## config.mk

```make
export PLATFORM = sky130hd
export DESIGN_NAME = tw_timer
export DESIGN_NICKNAME = d
export VERILOG_FILES = /design/src/tw_pkg.sv /design/src/tw_prescaler.sv /design/src/tw_timer.sv
export SDC_FILE = /design/constraint.sdc
export NUM_CORES = 1
export LEC_CHECK = 0
export BUFFER_PORTS_ARGS = -buffer_cell sky130_fd_sc_hd__buf_2
export CAP_MARGIN = 20
export CORE_ASPECT_RATIO = 1.1
export CORE_MARGIN = 5
export CORE_UTILIZATION = 46
export DETAILED_ROUTE_END_ITERATION = 10
export GPL_TIMING_DRIVEN = 0
export PLACE_DENSITY = 0.62
export SETUP_SLACK_MARGIN = 0.3
export SYNTH_ARGS = -nofsm -noshare
export SYNTH_HDL_FRONTEND = slang
export SYNTH_SLANG_ARGS = --single-unit
```

## constraint.sdc

```tcl
create_clock -name sys_clk -period 4.6 [get_ports sys_clk]
set_input_delay 0.69 -clock sys_clk [delete_from_list [all_inputs] [get_ports sys_clk]]
set_output_delay 0.69 -clock sys_clk [all_outputs]
set_load 0.005 [all_outputs]
```

## src/tw_pkg.sv

```systemverilog
// Shared constants and types for the 8-bit waveform timer.
// Assumes a plain single-clock register port with 8-bit address and data.
package tw_pkg;
   localparam int TW_DW = 8;
   localparam int TW_AW = 8;
   localparam int TW_PW = 10;

   // Register offsets
   localparam logic [TW_AW-1:0] TW_OFS_IRQ_MASK = 8'h70;
   localparam logic [TW_AW-1:0] TW_OFS_TIMER_CONTROL = 8'hB0;
   localparam logic [TW_AW-1:0] TW_OFS_COUNTER_VALUE = 8'hB2;
   localparam logic [TW_AW-1:0] TW_OFS_COMPARE_VALUE = 8'hB3;
   localparam logic [TW_AW-1:0] TW_OFS_IRQ_FLAGS = 8'h37;
   localparam logic [TW_AW-1:0] TW_OFS_CLOCK_SOURCE = 8'hB6;

   // Field positions
   localparam int TW_CTL_FORCE = 7;
   localparam int TW_CTL_WAVE_HI = 6;
   localparam int TW_CTL_COM_HI = 5;
   localparam int TW_CTL_COM_LO = 4;
   localparam int TW_CTL_WAVE_LO = 3;
   localparam int TW_CTL_CS_HI = 2;
   localparam int TW_CTL_CS_LO = 0;
   localparam int TW_IRQ_CMP = 1;
   localparam int TW_IRQ_OVF = 0;
   localparam int TW_SRC_ASYNC = 3;

   // Reset values
   localparam logic [TW_DW-1:0] TW_RST_CONTROL = 8'h00;
   localparam logic [TW_DW-1:0] TW_RST_COUNTER = 8'h00;
   localparam logic [TW_DW-1:0] TW_RST_COMPARE = 8'h00;
   localparam logic [1:0] TW_RST_MASK = 2'h0;
   localparam logic [1:0] TW_RST_FLAGS = 2'h0;

   localparam logic [TW_DW-1:0] TW_TOP_MAX = 8'hFF;
   localparam logic [TW_DW-1:0] TW_BOTTOM = 8'h00;

   // Waveform modes
   localparam logic [1:0] TW_WAVE_NORMAL = 2'h0;
   localparam logic [1:0] TW_WAVE_PHASE = 2'h1;
   localparam logic [1:0] TW_WAVE_CTC = 2'h2;
   localparam logic [1:0] TW_WAVE_FAST = 2'h3;

   // Compare output modes
   localparam logic [1:0] TW_COM_OFF = 2'h0;
   localparam logic [1:0] TW_COM_TOGGLE = 2'h1;
   localparam logic [1:0] TW_COM_CLEAR = 2'h2;
   localparam logic [1:0] TW_COM_SET = 2'h3;

   // Clock select codes
   localparam logic [2:0] TW_CS_STOP = 3'h0;
   localparam logic [2:0] TW_CS_DIRECT = 3'h1;

   typedef enum logic {TW_UP, TW_DOWN} tw_dir_type;
endpackage

```

## src/tw_prescaler.sv

```systemverilog
// Prescaler for the waveform timer: turns source ticks into timer ticks.
// Assumes source_tick is a one-cycle pulse in the sys_clk domain.
`timescale 1ns/10ps
module tw_prescaler
(
   // Clock and reset
   input wire logic sys_clk,
   input wire logic rst,
   // Source and selection
   input wire logic source_tick,
   input wire logic [2:0] clock_sel,
   // Result
   output logic timer_tick
);
   import tw_pkg::*;

   typedef struct packed
   {
      logic [TW_PW-1:0] count;
   } tw_pre_type;

   tw_pre_type s;
   tw_pre_type next_s;

   // Shared counter, so taps stay in phase like a real ripple prescaler
   function automatic logic [TW_PW-1:0] tw_div_mask(input logic [2:0] sel);
      case (sel)
         3'h2: tw_div_mask = 10'h007;
         3'h3: tw_div_mask = 10'h01F;
         3'h4: tw_div_mask = 10'h03F;
         3'h5: tw_div_mask = 10'h07F;
         3'h6: tw_div_mask = 10'h0FF;
         default: tw_div_mask = 10'h3FF;
      endcase
   endfunction

   always_comb
   begin
      next_s = s;
      if (source_tick)
         next_s.count = s.count + 10'h001;
      timer_tick = 1'b0;
      if (clock_sel == TW_CS_DIRECT)
         timer_tick = source_tick;
      else if (clock_sel != TW_CS_STOP)
         timer_tick = source_tick && ((s.count & tw_div_mask(clock_sel)) == tw_div_mask(clock_sel));
   end

   always_ff @(posedge sys_clk or posedge rst)
   begin
      if (rst)
         s <= '0;
      else
         s <= next_s;
   end
endmodule // tw_prescaler

```

## src/tw_timer.sv

```systemverilog
// Top of the 8-bit waveform timer with one compare channel and its registers.
// Assumes a single-cycle register port, read data one cycle after the read strobe.
//
// The implementer's own choice: the strobed register port.
`timescale 1ns/10ps
module tw_timer
(
   // Clock and reset
   input wire logic sys_clk,
   input wire logic rst,
   // Register port
   input wire logic [tw_pkg::TW_AW-1:0] reg_addr,
   input wire logic [tw_pkg::TW_DW-1:0] reg_wdata,
   input wire logic reg_wr,
   input wire logic reg_rd,
   output logic [tw_pkg::TW_DW-1:0] reg_rdata,
   // External oscillator, synchronous slow square wave
   input wire logic ext_osc_clk,
   // Core interrupt handshake
   input wire logic global_irq_enable,
   input wire logic compare_vector_ack,
   input wire logic overflow_vector_ack,
   output logic compare_irq_req,
   output logic overflow_irq_req,
   // Compare output pin
   output logic compare_out_pin,
   output logic compare_out_override
);
   import tw_pkg::*;

   typedef struct packed
   {
      logic [TW_DW-1:0] control;
      logic [TW_DW-1:0] counter;
      logic [TW_DW-1:0] compare_buf;
      logic [TW_DW-1:0] compare_active;
      logic [1:0] mask;
      logic [1:0] flags;
      logic async_sel;
      logic ext_prev;
      logic match_block;
      tw_dir_type dir;
      logic pin;
      logic override;
      logic cmp_req;
      logic ovf_req;
      logic [TW_DW-1:0] rdata;
   } tw_state_type;

   tw_state_type s;
   tw_state_type next_s;

   logic source_tick;
   logic timer_tick;
   logic [1:0] wave;
   logic [1:0] com;
   logic [1:0] wr_com;
   logic is_pwm;
   logic wr_pwm;
   logic [TW_DW-1:0] top;
   logic at_top;
   logic hit;
   logic special;
   logic wr_ctl;
   logic wr_cnt;
   logic wr_cmp;

   // Level after a non-PWM match
   function automatic logic tw_match_level(input logic [1:0] mode, input logic cur);
      case (mode)
         TW_COM_TOGGLE: tw_match_level = !cur;
         TW_COM_CLEAR: tw_match_level = 1'b0;
         TW_COM_SET: tw_match_level = 1'b1;
         default: tw_match_level = cur;
      endcase
   endfunction

   // Level after a PWM match while counting up; down is the inverse
   function automatic logic tw_pwm_level(input logic [1:0] mode, input logic up, input logic cur);
      case (mode)
         TW_COM_CLEAR: tw_pwm_level = !up;
         TW_COM_SET: tw_pwm_level = up;
         default: tw_pwm_level = cur;
      endcase
   endfunction

   function automatic logic tw_mode_is_pwm(input logic [1:0] mode);
      tw_mode_is_pwm = (mode == TW_WAVE_PHASE) || (mode == TW_WAVE_FAST);
   endfunction

   // Oscillator edge taken as one source tick
   assign source_tick = s.async_sel ? (ext_osc_clk && !s.ext_prev) : 1'b1;

   tw_prescaler u_prescaler
   (
      .sys_clk(sys_clk),
      .rst(rst),
      .source_tick(source_tick),
      .clock_sel(s.control[TW_CTL_CS_HI:TW_CTL_CS_LO]),
      .timer_tick(timer_tick)
   );

   always_comb
   begin
      next_s = s;
      next_s.ext_prev = ext_osc_clk;

      wave = {s.control[TW_CTL_WAVE_HI], s.control[TW_CTL_WAVE_LO]};
      com = s.control[TW_CTL_COM_HI:TW_CTL_COM_LO];
      is_pwm = tw_mode_is_pwm(wave);
      wr_com = reg_wdata[TW_CTL_COM_HI:TW_CTL_COM_LO];
      wr_pwm = tw_mode_is_pwm({reg_wdata[TW_CTL_WAVE_HI], reg_wdata[TW_CTL_WAVE_LO]});
      top = (wave == TW_WAVE_CTC) ? s.compare_active : TW_TOP_MAX;
      at_top = (s.counter == top);
      special = is_pwm && com[1] && (s.compare_active == top);
      hit = timer_tick && (s.counter == s.compare_active) && !s.match_block;

      wr_ctl = reg_wr && (reg_addr == TW_OFS_TIMER_CONTROL);
      wr_cnt = reg_wr && (reg_addr == TW_OFS_COUNTER_VALUE);
      wr_cmp = reg_wr && (reg_addr == TW_OFS_COMPARE_VALUE);

      // Clears first, so a same-cycle set below wins
      if (compare_vector_ack)
         next_s.flags[TW_IRQ_CMP] = 1'b0;
      if (overflow_vector_ack)
         next_s.flags[TW_IRQ_OVF] = 1'b0;
      if (reg_wr && (reg_addr == TW_OFS_IRQ_FLAGS))
      begin
         // Keeps a same-cycle vector clear of the other flag
         next_s.flags = next_s.flags & ~reg_wdata[1:0];
      end

      if (timer_tick)
      begin
         next_s.match_block = 1'b0;
         if (wave == TW_WAVE_PHASE)
         begin
            if (s.dir == TW_UP)
            begin
               if (at_top)
               begin
                  next_s.dir = TW_DOWN;
                  next_s.counter = s.counter - 8'h01;
                  next_s.compare_active = s.compare_buf;
               end
               else
               begin
                  next_s.counter = s.counter + 8'h01;
               end
            end
            else
            begin
               if (s.counter == TW_BOTTOM)
               begin
                  next_s.dir = TW_UP;
                  next_s.counter = s.counter + 8'h01;
                  next_s.flags[TW_IRQ_OVF] = 1'b1;
               end
               else
               begin
                  next_s.counter = s.counter - 8'h01;
               end
            end
         end
         else
         begin
            next_s.dir = TW_UP;
            next_s.counter = at_top ? TW_BOTTOM : s.counter + 8'h01;
            if ((wave == TW_WAVE_FAST) && at_top)
               next_s.compare_active = s.compare_buf;
            if (s.counter == TW_TOP_MAX)
               next_s.flags[TW_IRQ_OVF] = 1'b1;
         end

         if (hit)
            next_s.flags[TW_IRQ_CMP] = 1'b1;

         // Waveform unit
         unique case (wave)
            TW_WAVE_NORMAL, TW_WAVE_CTC:
            begin
               if (hit)
                  next_s.pin = tw_match_level(com, s.pin);
            end
            TW_WAVE_FAST:
            begin
               if (hit && !special)
                  next_s.pin = tw_pwm_level(com, 1'b1, s.pin);
               if (at_top)
                  next_s.pin = tw_pwm_level(com, 1'b0, s.pin);
            end
            TW_WAVE_PHASE:
            begin
               if (hit && !special)
                  next_s.pin = tw_pwm_level(com, s.dir == TW_UP, s.pin);
               if (at_top && special)
                  next_s.pin = tw_pwm_level(com, 1'b1, s.pin);
            end
         endcase
      end

      // Register writes, after the tick so software wins over counting
      if (wr_ctl)
      begin
         next_s.control = reg_wdata;
         next_s.control[TW_CTL_FORCE] = 1'b0;
         // Strobe acts with the newly written output mode; no flag, no clear
         if (reg_wdata[TW_CTL_FORCE] && !wr_pwm)
            next_s.pin = tw_match_level(wr_com, next_s.pin);
      end
      if (wr_cnt)
      begin
         next_s.counter = reg_wdata;
         next_s.match_block = 1'b1;
      end
      if (wr_cmp)
         next_s.compare_buf = reg_wdata;
      if (reg_wr && (reg_addr == TW_OFS_IRQ_MASK))
         next_s.mask = reg_wdata[1:0];
      if (reg_wr && (reg_addr == TW_OFS_CLOCK_SOURCE))
         next_s.async_sel = reg_wdata[TW_SRC_ASYNC];

      // Non-PWM modes use the written value at once
      if (!tw_mode_is_pwm({next_s.control[TW_CTL_WAVE_HI], next_s.control[TW_CTL_WAVE_LO]}))
         next_s.compare_active = next_s.compare_buf;

      next_s.override = |next_s.control[TW_CTL_COM_HI:TW_CTL_COM_LO];
      next_s.cmp_req = next_s.mask[TW_IRQ_CMP] && global_irq_enable && next_s.flags[TW_IRQ_CMP];
      next_s.ovf_req = next_s.mask[TW_IRQ_OVF] && global_irq_enable && next_s.flags[TW_IRQ_OVF];

      // Read data valid only in the cycle after the strobe
      next_s.rdata = 8'h00;
      if (reg_rd)
      begin
         unique case (reg_addr)
            TW_OFS_TIMER_CONTROL: next_s.rdata = s.control;
            TW_OFS_COUNTER_VALUE: next_s.rdata = s.counter;
            TW_OFS_COMPARE_VALUE: next_s.rdata = s.compare_buf;
            TW_OFS_IRQ_MASK: next_s.rdata = {6'h00, s.mask};
            TW_OFS_IRQ_FLAGS: next_s.rdata = {6'h00, s.flags};
            TW_OFS_CLOCK_SOURCE: next_s.rdata = 8'(s.async_sel) << TW_SRC_ASYNC;
            default: next_s.rdata = 8'h00;
         endcase
      end
   end

   always_ff @(posedge sys_clk or posedge rst)
   begin
      if (rst)
      begin
         s <= '0;
         s.control <= TW_RST_CONTROL;
         s.counter <= TW_RST_COUNTER;
         s.compare_buf <= TW_RST_COMPARE;
         s.compare_active <= TW_RST_COMPARE;
         s.mask <= TW_RST_MASK;
         s.flags <= TW_RST_FLAGS;
         s.dir <= TW_UP;
      end
      else
      begin
         s <= next_s;
      end
   end

   assign reg_rdata = s.rdata;
   assign compare_irq_req = s.cmp_req;
   assign overflow_irq_req = s.ovf_req;
   assign compare_out_pin = s.pin;
   assign compare_out_override = s.override;
endmodule // tw_timer

```

# Word level (Yosys, flattened, before mapping)
# Index checks and enable logic that the tools add are counted.
# Widths: inputs -> output; s select.
# op_classes
shifts,0
muxes,53
n_bitwise,4
div,0
n_addsub,3
n_lt_le_gt_ge,0
mul,0
n_eq_ne,34
n_reduce_logical,36
# ops
operator,n
$mux 8,16
$pmux 10 s5,1
$pmux 8 s6,1
$eq 8x8->1 const B,5
$eq 8x8->1,3
$mux 1,22
$logic_and 1x1->1,20
$mux 10,2
$eq 2x2->1 const B,8
$add 10x1->10 const B,1
$and 10x10->10,1
$eq 10x10->1,1
$eq 2x1->1 const B,5
$eq 3x3->1 const B,3
$ne 3x3->1 const B,3
$pmux 1 s3,3
$add 8x1->8 const B,1
$eq 8x6->1 const B,1
$eq 8x7->1 const B,1
$logic_not 8->1,1
$sub 8x1->8 const B,1
$mux 7,1
$eq 3x2->1 const B,2
$logic_not 1->1,6
14 further kinds,21
# word_totals
register_bits,61
latchBits,0
word_cells,147
memories,0
ramBits,0
output_inout_bits,12
romBits,0

# Longest topological paths before layout
# Gate-level depths: netlist (run 1).
# logic_depth
ltp_word,20
depth_mapped,10
depth_no_buf,9

# Cells and area by module
# Synthesis (run 1) repeated with hierarchy kept, for this count alone.
# unflattened
hier_cells,381
area_unflattened_um2,3647.2
# modules_own_cells
mod,area_per_inst_um2,n_inst,cells_per_inst
tw_timer,3130.5,1,334
tw_prescaler,516.7,1,47

# Worst setup path before layout (run 1)
# OpenSTA, ideal clock, no wires.
# synth_path
path_type,input to register
start,in reg_addr[1] (netlist name)
end,reg s[20] (netlist name)
arrival_ns,2.300
path_buffers,2
setup_slack_ns,2.171
path_stages,9
t_required_ns,4.471
path_cell_list,or3_1 -> nor3_2 -> nand2_1 -> mux2_2 -> buf_4 -> o21a_1 -> buf_2 -> nand2_1 -> o21ai_0
# synth_lines
element,line,source
start: declaration,tw_timer.sv:12,"input wire logic [tw_pkg::TW_AW-1:0] reg_addr,"
end signal: assignment,tw_timer.sv:262,s <= next_s;
end: declaration,tw_timer.sv:50,tw_state_type s;

# Worst setup path in the final report (run 1)
# layout_path
start,reg s[37] (netlist name)
end,reg s[41] (netlist name)
# layout_via
elab_chain_len,6
elab_cells_between_ends,11
classes_between,add/sub: 2; eq/ne: 1; mux: 7; reduce/logical: 1
# layout_rtl
element,line,source
"$add 8x1->8, or another cell as far along","tw_timer.sv:148, tw_timer.sv:156, tw_timer.sv:168",
"$mux 8, on equally long branches","tw_timer.sv:140, tw_timer.sv:153",
$mux 8,tw_timer.sv:138,if (s.dir == TW_UP)
$mux 8 *,tw_timer.sv:136,if (wave == TW_WAVE_PHASE)
$mux 8 *,tw_timer.sv:133,if (timer_tick)
$mux 8 *,tw_timer.sv:211,if (wr_cnt)
# Mark *: on every way between the ends. The rest lies on a longest branch, timed or not. The select of a mux whose other input is x is not followed.
# A chain may end at the register's enable or synchronous reset.

==> metrics.log, run 1 <==
INFO  metric unrepaired_setup_endpoints_after_global_routing = false
INFO  metric first_pass_iters = 6
INFO  metric drt_iter0_drc = 230
INFO  metric synth_enable_flop_cells = 0
INFO  metric totalNegativeSetupSlack = 0 ns
INFO  metric hpwl_after_detailed_placement = roughly 7000 um
INFO  metric cts_post_setup_buffers_inserted = 0
INFO  metric global_route.usage.total = a little over a fifth
INFO  metric synth_nets = between 400 and 500
INFO  metric cts.path.max_buffers = 2
INFO  metric finish.net_count = between 400 and 500
INFO  metric mappedNetlistArea = 0.00358 sq mm
INFO  metric floorplan.io_pins = 36
INFO  metric drv.max_cap_violation_count = 0
INFO  metric timing.critical_path.slowest_stage_cell = sky130_fd_sc_hd__a31oi_2
INFO  metric timing_max_transition_violations_final = 0
INFO  metric timing.slew.headroom = around half
INFO  metric io_buffers = 34
INFO  metric post-synth-top-area-cell = sky130_fd_sc_hd__dfrtp_1
INFO  metric worst_slew_pin_slew = 0.752 ns
INFO  metric yosys_most_used_dff = sky130_fd_sc_hd__dfrtp_1
INFO  metric hold_class = in2async
INFO  metric critPathCaptureType = register
INFO  metric synth_cells = between 300 and 400
INFO  metric dr_wl_met3 = about 560 um
INFO  metric cellPowerDensity = between 300 and 400 mW/mm^2
INFO  metric die-width = around 94 um
INFO  metric total_power = 1590 uW
INFO  metric grt_pass1_vias = slightly above 3000
INFO  metric synth_area_leaders = sky130_fd_sc_hd__dfrtp_1 43%, sky130_fd_sc_hd__mux2_2 6.3%, sky130_fd_sc_hd__nand2_1 4.6%
INFO  metric post_synth_num_cell_types = 57
INFO  metric fp-row-count = 33
INFO  metric avgViaCountPerCell = between 5 and 6
INFO  metric worstPathCellList = clkbuf_2 > nand3_1 > nor3_2 > nand3_1 > a31oi_2 > o31ai_1 > a211oi_1 > o21ai_0
INFO  metric crit_path_max_fanout = 10
INFO  metric route.final.wire_length = 9560 um
INFO  metric finalWorstPathRequiredPeriod = ~2.8 ns
INFO  metric cpMostUsedCell = sky130_fd_sc_hd__nand3_1
INFO  metric numClockSinks = 61
INFO  metric top_signal_layer_used = met4
INFO  metric finalWeightedCongestion = between 0.9 and 1
INFO  metric die_area = 0.00965 sq mm
INFO  metric synth-warning-count = 0
INFO  metric power.leakage = roughly 0.0018 uW
INFO  metric timing.fmax = between 300 and 400 MHz
INFO  metric wl_met2 = roughly 4400 um
INFO  metric finalSetupViolations = 0
INFO  metric crit_path_start_kind = register
INFO  metric synthTopCellsByCount = 61 x sky130_fd_sc_hd__dfrtp_1, 44 x sky130_fd_sc_hd__nand2_1, 26 x sky130_fd_sc_hd__o21ai_0
INFO  metric post_cts.resized_instances = 0
INFO  metric worstSkewPairLatency = around 0.35 ns
INFO  metric dr_total_vias = between 3000 and 4000
INFO  metric cts_root_buf = sky130_fd_sc_hd__clkbuf_8
INFO  metric met1_length = 4280 um
INFO  metric grt_first_pass_wirelength = ~15000 um
INFO  metric ys_seq_elements = 61
INFO  metric cp_data_arrival_time = 3.02 ns
INFO  metric antenna_violating_nets_post_route = 0
INFO  metric synth_sequential_area_ratio = a little over two fifths
INFO  metric maximum_number_of_pins_on_one_net_before_global_route_repair = 43
INFO  metric highest_ir_drop_seen_on_vdd = 0.264 mV
INFO  metric path_buf_inv = 1
INFO  metric cts_tree = built
INFO  metric initial_core_util = ~48%
INFO  metric synth_top_area_share = about 43%
INFO  metric yosys.cell_count.top_type = sky130_fd_sc_hd__dfrtp_1
INFO  metric grt_antenna_before_repair = 0
INFO  metric route.detailed.wl_per_inst = 17.9 um
INFO  metric grt.overflow.total = 0
INFO  metric drc = 0
INFO  metric cp.required = 4.82 ns
INFO  metric cts_made_buffers = 9
INFO  metric mean_post_synth_cell_area = 9.50 sq um
INFO  metric clock_pin_transition_on_the_worst_setup_and_hold_timing_paths = 0.08 ns
INFO  metric die_height = slightly above 100 um
INFO  metric cts.hold.buffers_added = 0
INFO  metric area_growth = 15.0%
INFO  metric final-hold-violation-count = 0
INFO  metric final_layout_size_suffix_gt1_share = between 20% and 30%
INFO  metric path_class = reg2reg
INFO  metric outcome = finished clean
INFO  metric insertedDiodeCount = 0
INFO  metric core_region_area = about 0.0075 sq mm
INFO  metric cts_max_level = 3
INFO  metric worst_path_largest_cell_delay = approximately 0.55 ns
INFO  metric asyncSetResetFlopFracSynth = 100%
INFO  metric cpLargestDelayFamily = compound AO/OA/AOI/OAI gates
INFO  metric post-route-period-util = around 61%
INFO  metric fin_skew = 0.0155 ns
placed cells by master (no fill, tap or decap), drive strengths merged, types with 6 or more instances in the layout:
cell     n
a21oi   15
clkbuf  20
mux2i    9
xnor2   10
a22oi    8
nand2   44
xor2     9
nand2b   6
buf     53
nand3   17
nand4    8
nor3    11
nor2    20
o21ai   29
mux2    20
dfrtp   61
inv     11
and2     6
worst reg2reg max path, cell delays in order (launching register included):
cell                       delay [ns]
sky130_fd_sc_hd__dfrtp_1         0.35
sky130_fd_sc_hd__clkbuf_2        0.22
sky130_fd_sc_hd__nand3_1         0.19
sky130_fd_sc_hd__nor3_2          0.51
sky130_fd_sc_hd__nand3_1         0.25
sky130_fd_sc_hd__a31oi_2         0.55
sky130_fd_sc_hd__o31ai_1         0.11
sky130_fd_sc_hd__a211oi_1        0.36
sky130_fd_sc_hd__o21ai_0         0.12
per-stage QoR:
step	util, %	setup slack, ns	std cells	hold WS, ns	area [sq um]
after floorplan	-	2.17	377	0.442	3580
after global placement	51.7	1.57	516	0.466	3880
after detailed placement	51.9	1.59	517	0.470	3900
after CTS	54.7	1.90	533	0.354	4110
after global routing	54.8	1.62	534	0.384	4120
final	54.8	1.80	534	0.353	4120
state kept, by name, indices dropped and copies added, names as in the netlist, named ones only:
name,cells
s,36
com,2
compare_irq_req,1
u_prescaler.s,10
overflow_irq_req,1
reg_rdata,8
compare_out_override,1
compare_out_pin,1
power breakdown:
group          total (uW)  internal (uW)  leakage [uW]  switching, uW
Clock                 503            279      0.000102            223
Sequential            693            613      0.000798           80.1
Combinational         399            165      0.000865            234
kinds of logic after synthesis:
kind of cell	synth area share (%)
DFF	42.6
buffers and inverters	5.31
xor gates and xnor gates	4.65
AOI/OAI and AO/OA	16.4
muxes	8.80
adders and majority gates	1.40
and+or+nand+nor	20.9
final timing paths:
| kind | end | slack, ns | start | cells past startpoint |
|---|---|---|---|---|
| worst max-delay path | s[41] | 1.80 | s[37] | 8 |
| worst min-delay path | reg_rdata[5] | 0.35 | rst | 2 |
| worst max register to register | s[41] | 1.80 | s[37] | 8 |
| worst min register to register | u_prescaler.s[9] | 0.48 | u_prescaler.s[9] | 1 |
| max in group asynchronous | s[45] | 3.68 | rst | 3 |
| min in group sys_clk | s[14] | 0.48 | ext_osc_clk | 1 |
layer usage:
metal / up-vias / GRT usage (%)
met4: 0 / 9.78
met2: 122 / 32.9
met1: 1480 / 27.5
met3: 22 / 5.77
li1: 1455 / -
met5: - / 0
layout make-up:
cell class | count | area (sq um)
clock inverter | 5 | 58.8
timing repair buffer | 36 | 195
fill | 727 | 3400
sequential | 61 | 1530
buffer | 26 | 149
inverter | 11 | 41.3
multi-input combinational | 279 | 1870
clock buffer | 11 | 151
tap | 105 | 131
Note: power is estimated with default switching activity, not from simulation.
==> run 2: changes to the inputs <==
--- a/config.mk
+++ b/config.mk
@@ -12,7 +12,7 @@
 export CORE_UTILIZATION = 46
 export DETAILED_ROUTE_END_ITERATION = 10
 export GPL_TIMING_DRIVEN = 0
-export PLACE_DENSITY = 0.62
+export PLACE_DENSITY = 0.64
 export SETUP_SLACK_MARGIN = 0.3
 export SYNTH_ARGS = -nofsm -noshare
 export SYNTH_HDL_FRONTEND = slang
==> constraint.sdc (replaced) <==
create_clock -name sys_clk -period 2.4 [get_ports sys_clk]
set_input_delay 0.36 -clock sys_clk [delete_from_list [all_inputs] [get_ports sys_clk]]
set_output_delay 0.36 -clock sys_clk [all_outputs]
set_load 0.005 [all_outputs]
==> metrics.log, run 2 (synthesized netlist as in run 1, its figures left out) <==
INFO  metric outcome = finished clean
INFO  metric maximum_number_of_pins_on_one_net_before_global_route_repair = 44 (+2.3%)
INFO  metric finalSetupViolations = 0 (unchanged)
INFO  metric totalNegativeSetupSlack = 0 ns (unchanged)
INFO  metric grt.overflow.total = 0 (unchanged)
INFO  metric crit_path_max_fanout = 7 (-3)
INFO  metric multi_input_comb_area = 0.00214 sq mm (+14%)
INFO  metric area.sequential = 0.00154 sq mm (+0.57%)
INFO  metric drv.max_cap_violation_count = 0 (unchanged)
INFO  metric unrepaired_setup_endpoints_after_global_routing = true
INFO  metric n_fill_cell = 646 (-11%)
INFO  metric cts.path.max_buffers = 2 (unchanged)
INFO  metric most-common-layout-cells = 54 x sky130_fd_sc_hd__dfrtp_1, 38 x sky130_fd_sc_hd__buf_2, 35 x sky130_fd_sc_hd__nand2_1, 28 x sky130_fd_sc_hd__buf_4, 20 x sky130_fd_sc_hd__mux2_2
INFO  metric highest_ir_drop_seen_on_vdd = 0.358 mV (+36%)
INFO  metric numClockSinks = 61 (unchanged)
INFO  metric cts_max_level = 3 (unchanged)
INFO  metric die-width = 94.1 um (unchanged)
INFO  metric dr_total_vias = 3263 (+6.0%)
INFO  metric route.final.wire_length = 10600 um (+10%)
INFO  metric io_buffers = 34 (unchanged)
INFO  metric worstSkewPairLatency = 0.34 ns (about the same)
INFO  metric clock_pin_transition_on_the_worst_setup_and_hold_timing_paths = 0.08 ns (about the same)
INFO  metric insertedDiodeCount = 0 (unchanged)
INFO  metric global_route.usage.total = 22.5% (+1.4 points)
INFO  metric grt_pass1_vias = 3271 (+7.4%)
INFO  metric finalWeightedCongestion = 0.968 (+7.0%)
INFO  metric drt_iter0_drc = 285 (+24%)
INFO  metric finish.net_count = 477 (+5.5%)
INFO  metric antenna_violating_nets_post_route = 0 (unchanged)
INFO  metric cts_root_buf = sky130_fd_sc_hd__clkbuf_8
INFO  metric power.leakage = 0.00200 uW (+13%)
INFO  metric core_region_area = 0.00751 sq mm (unchanged)
INFO  metric leading_cell_type_in_the_layout_fill_and_taps_excluded = sky130_fd_sc_hd__dfrtp_1
INFO  metric cts_tree = built
INFO  metric die_area = 0.00965 sq mm (unchanged)
INFO  metric timing.slew.headroom = 42.0% (-7.5 points)
INFO  metric cts_made_buffers = 9 (unchanged)
INFO  metric fin_hold_ws = 0.0204 ns (-0.333 ns)
INFO  metric fp-row-count = 33 (unchanged)
INFO  metric first_pass_iters = 6 (unchanged)
INFO  metric hpwl_after_detailed_placement = 7010 um (-0.16%)
INFO  metric initial_core_util = 47.7% (unchanged)
INFO  metric post-route-period-util = 97.1% (+36 points)
INFO  metric cp.required = 2.62 ns (-2.20 ns)
INFO  metric die_height = 103 um (unchanged)
INFO  metric area_growth = 30.4%
INFO  metric number_of_flip_flops_in_the_largest_register = 36 (unchanged)
INFO  metric grt_first_pass_wirelength = 16600 um (+7.5%)
INFO  metric final_layout_size_suffix_gt1_share = 39.2% (+15 points)
INFO  metric final-hold-violation-count = 0 (unchanged)
INFO  metric max_flop_register = s
INFO  metric drc = 0 (unchanged)
INFO  metric hold_class = in2async
INFO  metric floorplan.io_pins = 36 (unchanged)
INFO  metric finalWorstPathRequiredPeriod = 2.33 ns (-0.466 ns)
INFO  metric timing.fmax = 429 MHz (+20%)
INFO  metric grt_antenna_before_repair = 0 (unchanged)
INFO  metric crit_path_start_kind = register
INFO  metric worst_slew_pin_slew = 0.863 ns (+0.110 ns)
INFO  metric timing_max_transition_violations_final = 0 (unchanged)
INFO  metric placed_cells_incl_taps = 517 (unchanged)
INFO  metric path_class = reg2reg
INFO  metric avgViaCountPerCell = 5.86 (+1.6%)
INFO  metric cp_data_arrival_time = 2.55 ns (-0.47 ns)
INFO  metric critPathCaptureType = register
INFO  metric final-instance-count-excl-fill = 557 (+4.3%)
INFO  metric route.detailed.wl_per_inst = 19.0 um (+5.9%)
INFO  metric cellPowerDensity = 718 mW/mm^2 (+85%)
INFO  metric fin_skew = 0.0113 ns (-0.00416 ns)
-- run 2: changes by cell type in the layout (fill, tap and decap cells not counted), moves of 5 or more --
cell,delta
sky130_fd_sc_hd__nand2_2,+8
sky130_fd_sc_hd__o21ai_2,+5
sky130_fd_sc_hd__o21ai_1,+5
sky130_fd_sc_hd__buf_4,+19
sky130_fd_sc_hd__o21ai_0,-10
sky130_fd_sc_hd__buf_6,+7
sky130_fd_sc_hd__nand2_1,-9
sky130_fd_sc_hd__dfrtp_1,-7
sky130_fd_sc_hd__dfrtp_2,+7
-- run 2: timing repair --
item                                   in CTS  in global routing
setup endpoints to repair                  22                 18
endpoints found under the hold margin       0                  0
gates resized for setup                    32                 58
hold buffers                                0                  0
gates cloned                                1                  1
pin swaps                                  11                 16
setup buffers                              15                  9
-- run 2: through the flow --
stage          util [%]  total power (uW)  setup WS, ns  area, sq um
2_1_floorplan         -              1890         0.253         3600
3_3_place_gp       51.9              2110        -0.344         3900
3_5_place_dp       52.2              2140        -0.339         3920
4_1_cts            58.6              3230        0.0491         4400
5_1_grt            62.2              3520        0.0127         4670
6_report           62.2              3350        0.0695         4670
-- run 2: power breakdown --
| group | internal (uW) | total [uW] | switching (uW) |
|---|---|---|---|
| Combinational | 462 | 1020 | 553 |
| Sequential | 1180 | 1380 | 196 |
| Clock | 554 | 959 | 404 |
| Total | 2200 | 3350 | 1150 |
-- run 2: path summary, 6_finish.rpt --
path	start	end	slack (ns)	cells past startpoint
max	s[40]	compare_out_pin	0.07	8
min	rst	s[14]	0.02	2
max reg2reg	s[40]	compare_out_pin	0.07	8
min reg2reg	u_prescaler.s[9]	u_prescaler.s[9]	0.48	1
max in group asynchronous	rst	s[26]	1.76	3
min in group sys_clk	ext_osc_clk	s[14]	0.13	1
-- run 2: metal layers --
layer  routed length, um  track usage (%)
met1                4490             29.5
met2                5100             36.3
met3                 681             4.38
met4                 285             10.3
met5                   0                0
-- run 2: final cells by class --
type | count | share of cell area [%]
buffer | 26 | 4.13
clock buffer | 13 | 3.62
clock inverter | 1 | 0.643
inverter | 11 | 0.884
multi-input combinational | 279 | 45.7
sequential | 61 | 32.9
tap | 105 | 2.81
timing repair buffer | 61 | 9.32
-- run 2: critical path, stage by stage, from the launching register on --
cell                       delay (ns)
sky130_fd_sc_hd__dfrtp_1         0.36
sky130_fd_sc_hd__clkbuf_2        0.18
sky130_fd_sc_hd__xnor2_1         0.22
sky130_fd_sc_hd__o2111a_1        0.31
sky130_fd_sc_hd__nand3_1         0.19
sky130_fd_sc_hd__or4_4           0.45
sky130_fd_sc_hd__a311oi_2        0.25
sky130_fd_sc_hd__a211oi_2        0.07
sky130_fd_sc_hd__xor2_1          0.17
==> run 3: changes to the inputs <==
--- a/config.mk
+++ b/config.mk
@@ -7,12 +7,11 @@
 export LEC_CHECK = 0
 export BUFFER_PORTS_ARGS = -buffer_cell sky130_fd_sc_hd__buf_2
 export CAP_MARGIN = 20
-export CORE_ASPECT_RATIO = 1.1
 export CORE_MARGIN = 5
 export CORE_UTILIZATION = 46
 export DETAILED_ROUTE_END_ITERATION = 10
 export GPL_TIMING_DRIVEN = 0
-export PLACE_DENSITY = 0.64
+export PLACE_DENSITY_LB_ADDON = 0.08
 export SETUP_SLACK_MARGIN = 0.3
 export SYNTH_ARGS = -nofsm -noshare
 export SYNTH_HDL_FRONTEND = slang
==> metrics.log, run 3 (synthesized netlist as in run 1, its figures left out) <==
INFO  metric io_buffers = 34 (unchanged)
INFO  metric cts_root_buf = sky130_fd_sc_hd__clkbuf_8
INFO  metric global_route.usage.total = 20.1% (-2.5 points)
INFO  metric avgViaCountPerCell = 5.67 (-3.1%)
INFO  metric cellPowerDensity = 696 mW/mm^2 (-3.1%)
INFO  metric cts.hold.buffers_added = 0 (unchanged)
INFO  metric highest_ir_drop_seen_on_vdd = 0.595 mV (+66%)
INFO  metric placement.setup.worst_slack = -0.184 ns (+0.155 ns)
INFO  metric finalSetupViolations = 0 (unchanged)
INFO  metric floorplan.io_pins = 36 (unchanged)
INFO  metric route.final.wire_length = 10100 um (-4.6%)
INFO  metric timing_max_transition_violations_final = 0 (unchanged)
INFO  metric cp_data_arrival_time = 2.57 ns (+0.02 ns)
INFO  metric drt_iter0_drc = 197 (-31%)
INFO  metric timing.fmax = 436 MHz (+1.7%)
INFO  metric outcome = finished clean
INFO  metric numClockSinks = 61 (unchanged)
INFO  metric cpLargestDelayFamily = compound AO/OA/AOI/OAI gates
INFO  metric die_area = 0.00965 sq mm (about the same)
INFO  metric hold_class = in2async
INFO  metric dr_total_vias = 3200 (-1.9%)
INFO  metric crit_path_start_kind = register
INFO  metric fp-row-count = 32 (-3.0%)
INFO  metric maximum_number_of_pins_on_one_net_before_global_route_repair = 37 (-16%)
INFO  metric final_layout_size_suffix_gt1_share = 41.6% (+2.4 points)
INFO  metric finalWorstPathRequiredPeriod = 2.29 ns (-0.0380 ns)
INFO  metric route.detailed.wl_per_inst = 17.9 um (-5.8%)
INFO  metric max_flop_register = s
INFO  metric cts_made_buffers = 9 (unchanged)
INFO  metric placed_area = 0.00392 sq mm (about the same)
INFO  metric grt_first_pass_wirelength = 15500 um (-6.5%)
INFO  metric die-width = 98.2 um (+4.4%)
INFO  metric critPathCaptureType = register
INFO  metric area_growth = 33.6%
INFO  metric drc = 0 (unchanged)
INFO  metric clock_pin_transition_on_the_worst_setup_and_hold_timing_paths = 0.08 ns (about the same)
INFO  metric crit_path_max_fanout = 10 (+3)
INFO  metric finalWeightedCongestion = 0.853 (-12%)
INFO  metric most-common-layout-cells = 59 x sky130_fd_sc_hd__dfrtp_1, 41 x sky130_fd_sc_hd__nand2_1, 39 x sky130_fd_sc_hd__buf_4, 38 x sky130_fd_sc_hd__buf_2, 20 x sky130_fd_sc_hd__mux2_2
INFO  metric timing.critical_path.slowest_stage_cell = sky130_fd_sc_hd__dfrtp_1
INFO  metric totalNegativeSetupSlack = 0 ns (unchanged)
INFO  metric postLayoutCoreUtil = 62.6% (+0.43 points)
INFO  metric worstPathCellList = clkbuf_4 > xor2_1 > nor4_4 > buf_4 > nand3_2 > buf_4 > o41ai_2 > a311oi_2 > a211oi_2 > xor2_1
INFO  metric cts_max_level = 3 (unchanged)
INFO  metric hpwl_after_detailed_placement = 6970 um (-0.48%)
INFO  metric fin_skew = 0.00841 ns (-0.00292 ns)
INFO  metric path_buf_inv = 3 (+2)
INFO  metric core_region_area = 0.00765 sq mm (+1.8%)
INFO  metric timing.slew.headroom = 51.8% (+9.8 points)
INFO  metric number_of_flip_flops_in_the_largest_register = 36 (unchanged)
INFO  metric insertedDiodeCount = 0 (unchanged)
INFO  metric first_pass_iters = 5 (-1)
INFO  metric cts_tree = built
INFO  metric power.leakage = 0.00201 uW (+0.47%)
INFO  metric final-hold-violation-count = 0 (unchanged)
INFO  metric grt.overflow.total = 0 (unchanged)
INFO  metric leading_cell_type_in_the_layout_fill_and_taps_excluded = sky130_fd_sc_hd__dfrtp_1
INFO  metric finish.net_count = 485 (+1.7%)
INFO  metric initial_core_util = 46.8% (-0.83 points)
INFO  metric cts.path.max_buffers = 2 (unchanged)
INFO  metric drv.max_cap_violation_count = 0 (unchanged)
INFO  metric worstSkewPairLatency = 0.35 ns (about the same)
INFO  metric antenna_violating_nets_post_route = 0 (unchanged)
INFO  metric worst_path_largest_cell_delay = 0.36 ns (-0.09 ns)
INFO  metric final_area = 0.00479 sq mm (+2.5%)
INFO  metric cp.required = 2.68 ns (+0.06 ns)
INFO  metric final_setup_margin = 0.107 ns (+0.0380 ns)
INFO  metric die_height = 98.2 um (-4.2%)
INFO  metric worst_slew_pin_slew = 0.717 ns (-0.146 ns)
INFO  metric grt_antenna_before_repair = 0 (unchanged)
INFO  metric grt_pass1_vias = 2982 (-8.8%)
INFO  metric post-route-period-util = 95.5% (-1.6 points)
INFO  metric unrepaired_setup_endpoints_after_global_routing = true
INFO  metric path_class = reg2reg
run 3: worst reg2reg max path, delay by kind of cell, from the launching register on:
family | cells | cell delay (ns)
XOR/XNOR | 2 | 0.36
buffers and inverters | 3 | 0.54
flip-flops | 1 | 0.36
AND/OR/NAND/NOR | 2 | 0.30
AO/OA/AOI/OAI | 3 | 0.65
run 3: area by class of cell:
type | count | area [sq um]
inverter | 11 | 46.3
tap | 102 | 128
sequential | 61 | 1530
clock buffer | 9 | 124
clock inverter | 7 | 50.0
buffer | 26 | 194
fill | 628 | 2860
timing repair buffer | 69 | 497
multi-input combinational | 279 | 2220
run 3: final timing paths:
path | start | to | slack (ns) | depth (start not counted)
worst max-delay path | s[38] | compare_out_pin | 0.11 | 10
worst min-delay path | rst | s[38] | 0.07 | 2
worst max register to register | s[38] | compare_out_pin | 0.11 | 10
worst min register to register | u_prescaler.s[9] | u_prescaler.s[9] | 0.47 | 1
max in group asynchronous | rst | reg_rdata[7] | 1.73 | 3
min in group sys_clk | ext_osc_clk | s[14] | 0.14 | 1
run 3: where the power goes:
part           leakage (uW)  internal, uW  total [uW]  switching, uW
Clock             0.0000816           375         823            448
Sequential         0.000796          1180        1340            159
Combinational       0.00113           567        1170            604
Total               0.00201          2120        3330           1210
run 3: routing by layer:
| metal | up-vias | track usage (%) | wire length (um) |
|---|---|---|---|
| met2 | 89 | 30.7 | 4560 |
| met1 | 1565 | 28.8 | 4770 |
| met3 | 16 | 3.21 | 550 |
| li1 | 1530 | - | - |
| met5 | - | 0 | 0 |
| met4 | 0 | 7.14 | 193 |
run 3: stage by stage:
step | total power (uW) | hold WS, ns | instances
2_1_floorplan | 1890 | 0.391 | 377
3_3_place_gp | 2100 | 0.465 | 513
3_5_place_dp | 2110 | 0.458 | 514
4_1_cts | 3050 | 0.0861 | 541
5_1_grt | 3500 | 0.121 | 564
6_report | 3330 | 0.0709 | 564
run 3: repair_timing:
action / in CTS / in global routing
pin swaps: 10 / 26
setup endpoints to repair: 18 / 26
resized for setup: 23 / 75
setup buffers: 11 / 21
cloned: 0 / 2
